## config.mk

```make
export PLATFORM = sky130hd
export DESIGN_NAME = ac_firing_pattern_generator
export DESIGN_NICKNAME = d
export VERILOG_FILES = /design/src/ac_firing_pattern_generator.v /design/src/density_accum.v /design/src/sync2.v
export VERILOG_INCLUDE_DIRS = /design/src
export SDC_FILE = /design/constraint.sdc
export NUM_CORES = 1
export LEC_CHECK = 0
export BUFFER_PORTS_ARGS = -buffer_cell sky130_fd_sc_hd__buf_4
export CORE_MARGIN = 4
export CORE_UTILIZATION = 45
export CTS_BUF_LIST = sky130_fd_sc_hd__clkbuf_16
export DETAILED_ROUTE_END_ITERATION = 8
export PLACE_DENSITY = 0.59
export SYNTH_ARGS = -nofsm -noshare
export SYNTH_HDL_FRONTEND = slang
export SYNTH_SLANG_ARGS = --single-unit
export TNS_END_PERCENT = 50
```

## constraint.sdc

```tcl
create_clock -name pclk -period 20.3 [get_ports pclk]
set_input_delay 6.09 -clock pclk [delete_from_list [all_inputs] [get_ports pclk]]
set_output_delay 6.09 -clock pclk [all_outputs]
set_load 0.03 [all_outputs]
```

## src/acfpg_consts.vh

```
// register map, field positions, reset values and codes of the firing
// pattern generator; included by the design files
`ifndef ACFPG_CONSTS_VH
`define ACFPG_CONSTS_VH

// byte offsets of the registers
`define OFS_CTRL 8'h00
`define OFS_SETPT 8'h04
`define OFS_CYCLE 8'h08
`define OFS_BURST 8'h0c
`define OFS_STATUS 8'h10

// control register fields
`define CTRL_METHOD_LSB 0
`define CTRL_DIN1_LSB 2
`define CTRL_DIN2_LSB 4

// burst register fields
`define BURST_MIN_LSB 0
`define BURST_RAMP_LSB 8

// status register fields
`define ST_GATE 0
`define ST_RAMP 1
`define ST_RUN 2
`define ST_EN 3
`define ST_FOLLOW 4
`define ST_DEM_LSB 8

// reset values
`define RST_CTRL 6'h00
`define RST_SETPT 7'h00
`define RST_CYCLE 16'h0258
`define RST_MIN 8'h04
`define RST_RAMP 8'h06

// firing methods
`define M_ZC 2'h0
`define M_SINGLE 2'h1
`define M_BURST 2'h2
`define M_RAMP 2'h3

// digital input functions
`define F_NONE 2'h0
`define F_ENABLE 2'h1
`define F_FOLLOW 2'h2

// full scale request, percent
`define PCT_FULL 7'h64

// saturation of the half-cycle length counter
`define ELAPSED_MAX 20'hfffff

`endif

```

## src/ac_firing_pattern_generator.v

```verilog
// firing pattern generator for an ac load switch, apb register slave
// assumes zc_in is a square wave from a line zero-cross detector,
// climit_pct comes from the current limit loop on pclk
//
// The APB slave port and the placing of the registers were left to the implementer.
`timescale 1ns/100ps
`include "acfpg_consts.vh"

module ac_firing_pattern_generator (
  input wire pclk, // bus and logic clock
  input wire presetn, // async reset, active low
  input wire ce, // clock enable, freezes all state when low
  input wire psel, // apb select
  input wire penable, // apb enable
  input wire pwrite, // apb direction, high for write
  input wire [7:0] paddr, // apb byte address
  input wire [31:0] pwdata, // apb write data
  output reg [31:0] prdata, // apb read data
  output reg pready, // apb ready
  output reg pslverr, // apb error, unmapped address
  input wire zc_in, // zero-cross detector, high in positive half
  input wire din1_in, // digital input one
  input wire din2_in, // digital input two
  input wire [6:0] climit_pct, // current limit ceiling, percent
  output reg gate_out, // load switch gate, high to conduct
  output reg ramp_out // high while a start ramp is in progress
);
  // configuration registers
  reg [1:0] method_reg;
  reg [1:0] din1_func_reg;
  reg [1:0] din2_func_reg;
  reg [6:0] setpt_reg;
  reg [15:0] cycle_reg;
  reg [7:0] min_reg;
  reg [7:0] ramp_len_reg;
  // pattern state
  reg zc_prev_reg;
  reg [15:0] tb_reg;
  reg [7:0] run_cnt_reg;
  reg run_on_reg;
  reg pat_reg;
  reg lim_on_reg;
  reg ramp_reg;
  reg [7:0] ramp_cnt_reg;
  reg en_reg;
  reg [19:0] elapsed_reg;
  reg [19:0] period_reg;
  // combinational terms
  reg [6:0] dem;
  reg [6:0] lim;
  reg pat_next;
  reg [15:0] tb_next;
  reg enable;
  reg follow;
  reg follow_lvl;
  reg acc_step;
  reg [6:0] acc_pct;
  reg gate_next;
  reg [31:0] rd_data;
  reg rd_hit;
  wire [2:0] sync_q;
  wire zc_s;
  wire din1_s;
  wire din2_s;
  wire half_edge;
  wire full_edge;
  wire fire;
  wire [7:0] min_eff;
  wire [15:0] cycle_eff;
  wire run_end;
  wire zc_on;
  wire ramp_start;
  wire ramp_last;
  wire [27:0] win_lhs;
  wire [27:0] win_rhs;
  wire win;
  wire on_next;
  wire [22:0] tb_lhs;
  wire [22:0] tb_rhs;
  wire wr_en;
  sync2 #(
    .W(3)
  ) u_sync (
    .clk(pclk),
    .rstn(presetn),
    .ce(ce),
    .d({zc_in, din2_in, din1_in}),
    .q(sync_q)
  );
  assign zc_s = sync_q[2];
  assign din2_s = sync_q[1];
  assign din1_s = sync_q[0];
  // any zero-cross edge ends a half cycle, the rising one a full cycle
  assign half_edge = zc_s ^ zc_prev_reg;
  assign full_edge = zc_s & ~zc_prev_reg;
  // request clamped to full scale, then cut by the current limit
  always @* begin
    lim = (climit_pct > `PCT_FULL) ? `PCT_FULL : climit_pct;
    dem = (setpt_reg > `PCT_FULL) ? `PCT_FULL : setpt_reg;
    if (lim < dem) begin
      dem = lim;
    end
  end
  // digital input functions
  always @* begin
    enable = 1'b1;
    if (din2_func_reg == `F_ENABLE) begin
      enable = din2_s;
    end else if (din1_func_reg == `F_ENABLE) begin
      enable = din1_s;
    end
    follow = (din1_func_reg == `F_FOLLOW) || (din2_func_reg == `F_FOLLOW);
    follow_lvl = (din1_func_reg == `F_FOLLOW) ? din1_s : din2_s;
  end
  // accumulator: per cycle for single and contactor, per run for burst
  assign min_eff = (min_reg == 8'h00) ? 8'h01 : min_reg;
  assign run_end = (run_cnt_reg >= min_eff - 8'h01);
  always @* begin
    acc_pct = follow ? lim : dem;
    acc_step = 1'b0;
    if (full_edge) begin
      if (follow || method_reg == `M_SINGLE) begin
        acc_step = 1'b1;
      end else if (method_reg == `M_BURST || method_reg == `M_RAMP) begin
        acc_step = run_end;
      end
    end
  end
  density_accum u_accum (
    .clk(pclk),
    .rstn(presetn),
    .ce(ce),
    .step(acc_step),
    .pct(acc_pct),
    .fire(fire)
  );
  // time base position for the coming cycle
  assign cycle_eff = (cycle_reg == 16'h0000) ? 16'h0001 : cycle_reg;
  always @* begin
    if (tb_reg + 16'h0001 >= cycle_eff) begin
      tb_next = 16'h0000;
    end else begin
      tb_next = tb_reg + 16'h0001;
    end
  end
  // on while position * full scale is below time base * request
  assign tb_lhs = {7'h00, tb_next} * 23'h000064;
  assign tb_rhs = {7'h00, cycle_eff} * {16'h0000, dem};
  assign zc_on = (tb_lhs < tb_rhs);
  // pattern decided once per line cycle
  always @* begin
    pat_next = pat_reg;
    if (full_edge) begin
      case (method_reg)
        `M_ZC: begin
          pat_next = zc_on;
        end
        `M_SINGLE: begin
          pat_next = fire;
        end
        `M_BURST, `M_RAMP: begin
          pat_next = run_end ? fire : run_on_reg;
        end
        default: begin
          pat_next = 1'b0;
        end
      endcase
    end
  end
  // contactor: follow level, thinned only by the limit accumulator
  assign on_next = follow ?
    (follow_lvl & (full_edge ? fire : lim_on_reg)) : pat_next;

  // new burst after an off run starts a ramp, never with follow
  assign ramp_start = full_edge & ~follow & (method_reg == `M_RAMP) &
    run_end & fire & ~run_on_reg & (ramp_len_reg != 8'h00);
  assign ramp_last = (ramp_cnt_reg + 8'h01 >= ramp_len_reg);

  // conduction window grows with each ramp half cycle
  assign win_lhs = {8'h00, elapsed_reg} * {20'h00000, ramp_len_reg};
  assign win_rhs = {8'h00, period_reg} *
    {20'h00000, ramp_len_reg - 8'h01 - ramp_cnt_reg};
  assign win = (win_lhs >= win_rhs);

  always @* begin
    gate_next = gate_out;
    if (half_edge) begin
      // change at the crossing; a further ramp half waits for its window
      gate_next = on_next & enable & ~ramp_start &
        ~(ramp_reg & ~ramp_last);
    end else if (ramp_reg) begin
      gate_next = win & en_reg & pat_reg;
    end
  end

  // line-cycle pattern state
  always @(posedge pclk or negedge presetn) begin
    if (!presetn) begin
      zc_prev_reg <= 1'b0;
      tb_reg <= 16'h0000;
      run_cnt_reg <= 8'h00;
      run_on_reg <= 1'b0;
      pat_reg <= 1'b0;
      lim_on_reg <= 1'b0;
      en_reg <= 1'b0;
    end else if (ce) begin
      zc_prev_reg <= zc_s;
      if (half_edge) begin
        en_reg <= enable;
      end
      if (full_edge) begin
        tb_reg <= tb_next;
        lim_on_reg <= fire;
        if (run_end) begin
          run_cnt_reg <= 8'h00;
          run_on_reg <= fire;
        end else begin
          run_cnt_reg <= run_cnt_reg + 8'h01;
        end
      end
      pat_reg <= pat_next;
    end
  end

  // ramp and half-cycle timing
  always @(posedge pclk or negedge presetn) begin
    if (!presetn) begin
      ramp_reg <= 1'b0;
      ramp_cnt_reg <= 8'h00;
      elapsed_reg <= 20'h00000;
      period_reg <= 20'h00000;
    end else if (ce) begin
      if (half_edge) begin
        period_reg <= elapsed_reg;
        elapsed_reg <= 20'h00000;
      end else if (elapsed_reg != `ELAPSED_MAX) begin
        elapsed_reg <= elapsed_reg + 20'h00001;
      end
      if (ramp_start) begin
        ramp_reg <= 1'b1;
        ramp_cnt_reg <= 8'h00;
      end else if (full_edge && !pat_next) begin
        ramp_reg <= 1'b0;
      end else if (half_edge && ramp_reg) begin
        // ramp half cycles are part of the burst run
        if (ramp_last) begin
          ramp_reg <= 1'b0;
        end else begin
          ramp_cnt_reg <= ramp_cnt_reg + 8'h01;
        end
      end
    end
  end

  always @(posedge pclk or negedge presetn) begin
    if (!presetn) begin
      gate_out <= 1'b0;
      ramp_out <= 1'b0;
    end else if (ce) begin
      gate_out <= gate_next;
      ramp_out <= ramp_reg;
    end
  end

  // apb slave: one wait state, write lands on the ready edge
  assign wr_en = psel & penable & pwrite & pready;

  always @* begin
    rd_data = 32'h00000000;
    rd_hit = 1'b1;
    case (paddr & 8'hfc)
      `OFS_CTRL: begin
        rd_data[`CTRL_METHOD_LSB +: 2] = method_reg;
        rd_data[`CTRL_DIN1_LSB +: 2] = din1_func_reg;
        rd_data[`CTRL_DIN2_LSB +: 2] = din2_func_reg;
      end
      `OFS_SETPT: begin
        rd_data[6:0] = setpt_reg;
      end
      `OFS_CYCLE: begin
        rd_data[15:0] = cycle_reg;
      end
      `OFS_BURST: begin
        rd_data[`BURST_MIN_LSB +: 8] = min_reg;
        rd_data[`BURST_RAMP_LSB +: 8] = ramp_len_reg;
      end
      `OFS_STATUS: begin
        rd_data[`ST_GATE] = gate_out;
        rd_data[`ST_RAMP] = ramp_reg;
        rd_data[`ST_RUN] = pat_reg;
        rd_data[`ST_EN] = en_reg;
        rd_data[`ST_FOLLOW] = follow;
        rd_data[`ST_DEM_LSB +: 7] = dem;
      end
      default: begin
        rd_hit = 1'b0;
      end
    endcase
  end

  always @(posedge pclk or negedge presetn) begin
    if (!presetn) begin
      pready <= 1'b0;
      pslverr <= 1'b0;
      prdata <= 32'h00000000;
    end else if (ce) begin
      if (psel && penable && !pready) begin
        pready <= 1'b1;
        pslverr <= ~rd_hit;
        prdata <= pwrite ? 32'h00000000 : rd_data;
      end else begin
        pready <= 1'b0;
        pslverr <= 1'b0;
      end
    end
  end

  always @(posedge pclk or negedge presetn) begin
    if (!presetn) begin
      method_reg <= `M_ZC;
      din1_func_reg <= `F_NONE;
      din2_func_reg <= `F_NONE;
      setpt_reg <= `RST_SETPT;
      cycle_reg <= `RST_CYCLE;
      min_reg <= `RST_MIN;
      ramp_len_reg <= `RST_RAMP;
    end else if (ce && wr_en) begin
      case (paddr & 8'hfc)
        `OFS_CTRL: begin
          method_reg <= pwdata[`CTRL_METHOD_LSB +: 2];
          din1_func_reg <= pwdata[`CTRL_DIN1_LSB +: 2];
          din2_func_reg <= pwdata[`CTRL_DIN2_LSB +: 2];
        end
        `OFS_SETPT: begin
          setpt_reg <= pwdata[6:0];
        end
        `OFS_CYCLE: begin
          cycle_reg <= pwdata[15:0];
        end
        `OFS_BURST: begin
          min_reg <= pwdata[`BURST_MIN_LSB +: 8];
          ramp_len_reg <= pwdata[`BURST_RAMP_LSB +: 8];
        end
        default: begin
          method_reg <= method_reg;
        end
      endcase
    end
  end
endmodule

```

## src/density_accum.v

```verilog
// fractional accumulator that spreads on decisions evenly over steps
// assumes pct never exceeds full scale; step is a one-cycle pulse
`timescale 1ns/100ps
`include "acfpg_consts.vh"
module density_accum (
  input wire clk, // clock
  input wire rstn, // async reset, active low
  input wire ce, // clock enable
  input wire step, // advance one decision
  input wire [6:0] pct, // requested share, 0 to full scale
  output wire fire // decision for the current step
);
  reg [6:0] acc_reg;
  wire [7:0] sum;

  assign sum = {1'b0, acc_reg} + {1'b0, pct};
  assign fire = (sum >= {1'b0, `PCT_FULL});

  always @(posedge clk or negedge rstn) begin
    if (!rstn) begin
      acc_reg <= 7'h00;
    end else if (ce && step) begin
      if (fire) begin
        acc_reg <= sum[6:0] - `PCT_FULL;
      end else begin
        acc_reg <= sum[6:0];
      end
    end
  end
endmodule

```

## src/sync2.v

```verilog
// two flip-flop synchroniser for a group of level inputs
// assumes inputs are quasi-static levels from outside the pclk domain
`timescale 1ns/100ps
module sync2 #(
  parameter W = 1
) (
  input wire clk, // sampling clock
  input wire rstn, // async reset, active low
  input wire ce, // clock enable
  input wire [W-1:0] d, // asynchronous levels
  output reg [W-1:0] q // synchronised levels
);
  reg [W-1:0] meta_reg;

  always @(posedge clk or negedge rstn) begin
    if (!rstn) begin
      meta_reg <= {W{1'b0}};
      q <= {W{1'b0}};
    end else if (ce) begin
      meta_reg <= d;
      q <= meta_reg;
    end
  end
endmodule
```

==> flow_metrics.env <==
export IMPL_post_route_cell_area_sq_um=26500
export IMPL_critical_path_max_fanout=14
export IMPL_dieArea_sq_um=58900
export IMPL_yosys_warnings=0
export IMPL_seq_area_frac_synth=0.158
export IMPL_startpoint="climit_pct[2]"
export IMPL_cp_num_buf_inv=7
export IMPL_finalNonFillerCells=3580
export IMPL_outcome="complete, no violations"
export IMPL_cap_violations=0
export IMPL_place_gp_congestion=0.860
export IMPL_hold_violations=0
export IMPL_crit_slowest_cell="a21oi_1"
export IMPL_vias=19643
export IMPL_ir_worst_vdd_mv=0.0711
export IMPL_core_sq_um=54200
export IMPL_ant_nets=0
export IMPL_dp_hpwl_mm=50.8
export IMPL_ff2ff_path_depth=38
export IMPL_fin_worst_skew_ns=0.0119
export IMPL_vias_per_cell=5.49
export IMPL_min_path_type="reg -> reg"
export IMPL_worstMarginPinSlew_ns=1.32
export IMPL_cts_resized=0
export IMPL_num_rows=85
export IMPL_ctsRootBufferMaster="clkbuf_16"
export IMPL_finalCriticalPeriod_ns=16.29
export IMPL_wire_per_inst_um=17.9
export IMPL_start_util=0.457
export IMPL_syn_area_sq_um=24800
export IMPL_synth_cell_types=78
export IMPL_cts_tree="yes"
export IMPL_dp_cells=3548
export IMPL_cts_max_level=4
export IMPL_placed_cell_area_sq_um=25800
export IMPL_postCtsSetupBuffers=0
export IMPL_drtIter0Drc=1064
export IMPL_grt_start_max_net_pins=93
export IMPL_ys_ff_latch=156
export IMPL_crit_top_cell="inv_1"
export IMPL_worstPathArrival_ns=16.62
export IMPL_rsz0062_at_grt="no"
export IMPL_r2r_start="setpt_reg[4]$_DFFE_PN0P_"
export IMPL_synth_top_area_cell="fa_1"
export IMPL_clk_insertion_delay_late_ns=0.46
export IMPL_pin_count=92
export IMPL_yosys_top_cells_area="fa_1, ha_1, dfrtp_1"
export IMPL_antenna_found_initial=2
export IMPL_yosys_cell_count_top_type="inv_1"
export IMPL_max_slew_margin_rel=0.116
export IMPL_critPathKind="in -> reg"
export IMPL_dieWidth_um=243
export IMPL_dr_pass1_iters=5
export IMPL_synth_top_area_frac=0.241
export IMPL_grt_pass1_wl_mm=106
export IMPL_syn_to_final_growth_pct=6.72
export IMPL_nets=3524
export IMPL_r2r_slack_ns=9.20
export IMPL_setup_tns_ns=0
export IMPL_async_flop_share=1.00
export IMPL_syn_inst=2873
export IMPL_overflow=0
export IMPL_cts_hold_buffers=0
export IMPL_cts_buffer_depth=2
export IMPL_required_ns=20.64
export IMPL_synth_edf_count=0
export IMPL_endpoint="ramp_cnt_reg[5]$_DFFE_PN0P_"
export IMPL_fmax_ghz=0.0614
export IMPL_setup_violations=0
export IMPL_cpLargestDelayFamily="compound AO/OA/AOI/OAI gates"
export IMPL_diodes=0
export IMPL_grt_total_usage=0.220
export IMPL_die_h_um=243
export IMPL_drive_gt1_frac=0.0655
export IMPL_cts_sinks=156
export IMPL_syn_avg_cell_area_sq_um=8.63
export IMPL_timing_rr_end="ramp_cnt_reg[5]$_DFFE_PN0P_"
export IMPL_route_detailed_drc=0
export IMPL_cp_depth=39
export IMPL_totalWireLength_mm=64.2
export IMPL_slew_violations=0
export IMPL_cts_reportedPaths_clkPinSlew_ns=0.07
export IMPL_synth_ff_type="dfrtp_1"
export IMPL_powerDensity_nw_per_um2=55.9
export IMPL_cp_slowest_stage_delay_ns=0.91
export IMPL_end_kind="flop"
export IMPL_cp_start_kind="input port"
export IMPL_synth_common_cells="inv_1, nand2_1, ha_1"
export IMPL_p_leak_nw=14.2
export IMPL_grt_pass1_vias=20088
export IMPL_period_share=0.802
export IMPL_portBuffers=57
export IMPL_cts_buffers=17
kinds of logic after synthesis:
kind of cell | Yosys count | share of synthesized area
xor gates and xnor gates | 124 | 0.0438
adders and majority gates | 597 | 0.391
AOI/OAI and AO/OA | 413 | 0.106
other | 1 | 0.000151
buffers and inverters | 538 | 0.0840
DFF | 156 | 0.158
muxes | 77 | 0.0342
and+or+nand+nor | 967 | 0.183
how the worst min path moves through the flow:
stage                                    from                              to  slack [ns]  cells after the start
2_1_floorplan          lim_on_reg$_DFFE_PN0P_          lim_on_reg$_DFFE_PN0P_        0.45                      2
3_3_place_gp           lim_on_reg$_DFFE_PN0P_          lim_on_reg$_DFFE_PN0P_        0.47                      2
3_5_place_dp           lim_on_reg$_DFFE_PN0P_          lim_on_reg$_DFFE_PN0P_        0.48                      2
4_1_cts                lim_on_reg$_DFFE_PN0P_          lim_on_reg$_DFFE_PN0P_        0.49                      2
5_1_grt                lim_on_reg$_DFFE_PN0P_          lim_on_reg$_DFFE_PN0P_        0.52                      2
6_report       u_accum.acc_reg[2]$_DFFE_PN0P_  u_accum.acc_reg[2]$_DFFE_PN0P_        0.49                      2
stage by stage:
step           hold slack, ns  utilization  power [mW]  setup WS (ns)
3_3_place_gp            0.468        0.476        1.10           4.02
5_1_grt                 0.520        0.488        1.63           3.37
2_1_floorplan           0.446            -       0.923           6.08
4_1_cts                 0.493        0.488        1.50           4.21
3_5_place_dp            0.475        0.476        1.13           3.72
6_report                0.494        0.488        1.48           4.01
power breakdown:
group          total [mW]  internal (mW)  switching, mW
Combinational       0.750          0.309          0.441
Clock               0.360          0.199          0.161
Sequential          0.370          0.332         0.0385
Total                1.48          0.839          0.641
cells in the final DEF, fill, tap and decap left out, drive strengths merged, types with 8 or more instances in the layout:
cell / Yosys / final
mux2: 51 / 51
clkbuf: 90 / 17
dfrtp: 149 / 149
o21a: 22 / 22
nor2: 193 / 193
xnor2: 74 / 74
nand2b: 37 / 37
ha: 299 / 299
nand2: 391 / 391
a211oi: 15 / 15
nor3: 31 / 31
a21o: 38 / 38
nand3: 44 / 44
or3: 12 / 12
mux2i: 25 / 25
a21oi: 113 / 113
buf: 25 / 79
o22ai: 16 / 16
o21bai: 17 / 17
xor2: 50 / 50
inv: 422 / 433
o31ai: 8 / 8
and2: 165 / 165
and3: 16 / 16
o21ai: 113 / 113
nor4: 11 / 11
nor2b: 21 / 21
a22o: 11 / 11
fa: 298 / 298
conb: 1 / 16
o211ai: 9 / 9
nand4: 18 / 18
layer usage:
layer,routed length (um),track usage
met1,29900,0.314
met2,29200,0.349
met3,3260,0.0264
met4,1890,0.0703
met5,13,0
cell type report:
| type | instances | area, sq um |
|---|---|---|
| Sequential cell | 156 | 3910 |
| Fill cell | 5248 | 27800 |
| Multi-Input combinational cell | 2194 | 18900 |
| Clock buffer | 17 | 425 |
| Timing Repair Buffer | 79 | 597 |
| Clock inverter | 15 | 199 |
| Tap cell | 696 | 871 |
| Inverter | 423 | 1590 |
worst min-delay path, cell delays in order (launching register included):
cell,delay [ns]
dfrtp_1,0.35
nand2_1,0.05
o21ai_0,0.06
Note: power is estimated with default switching activity, not from simulation.
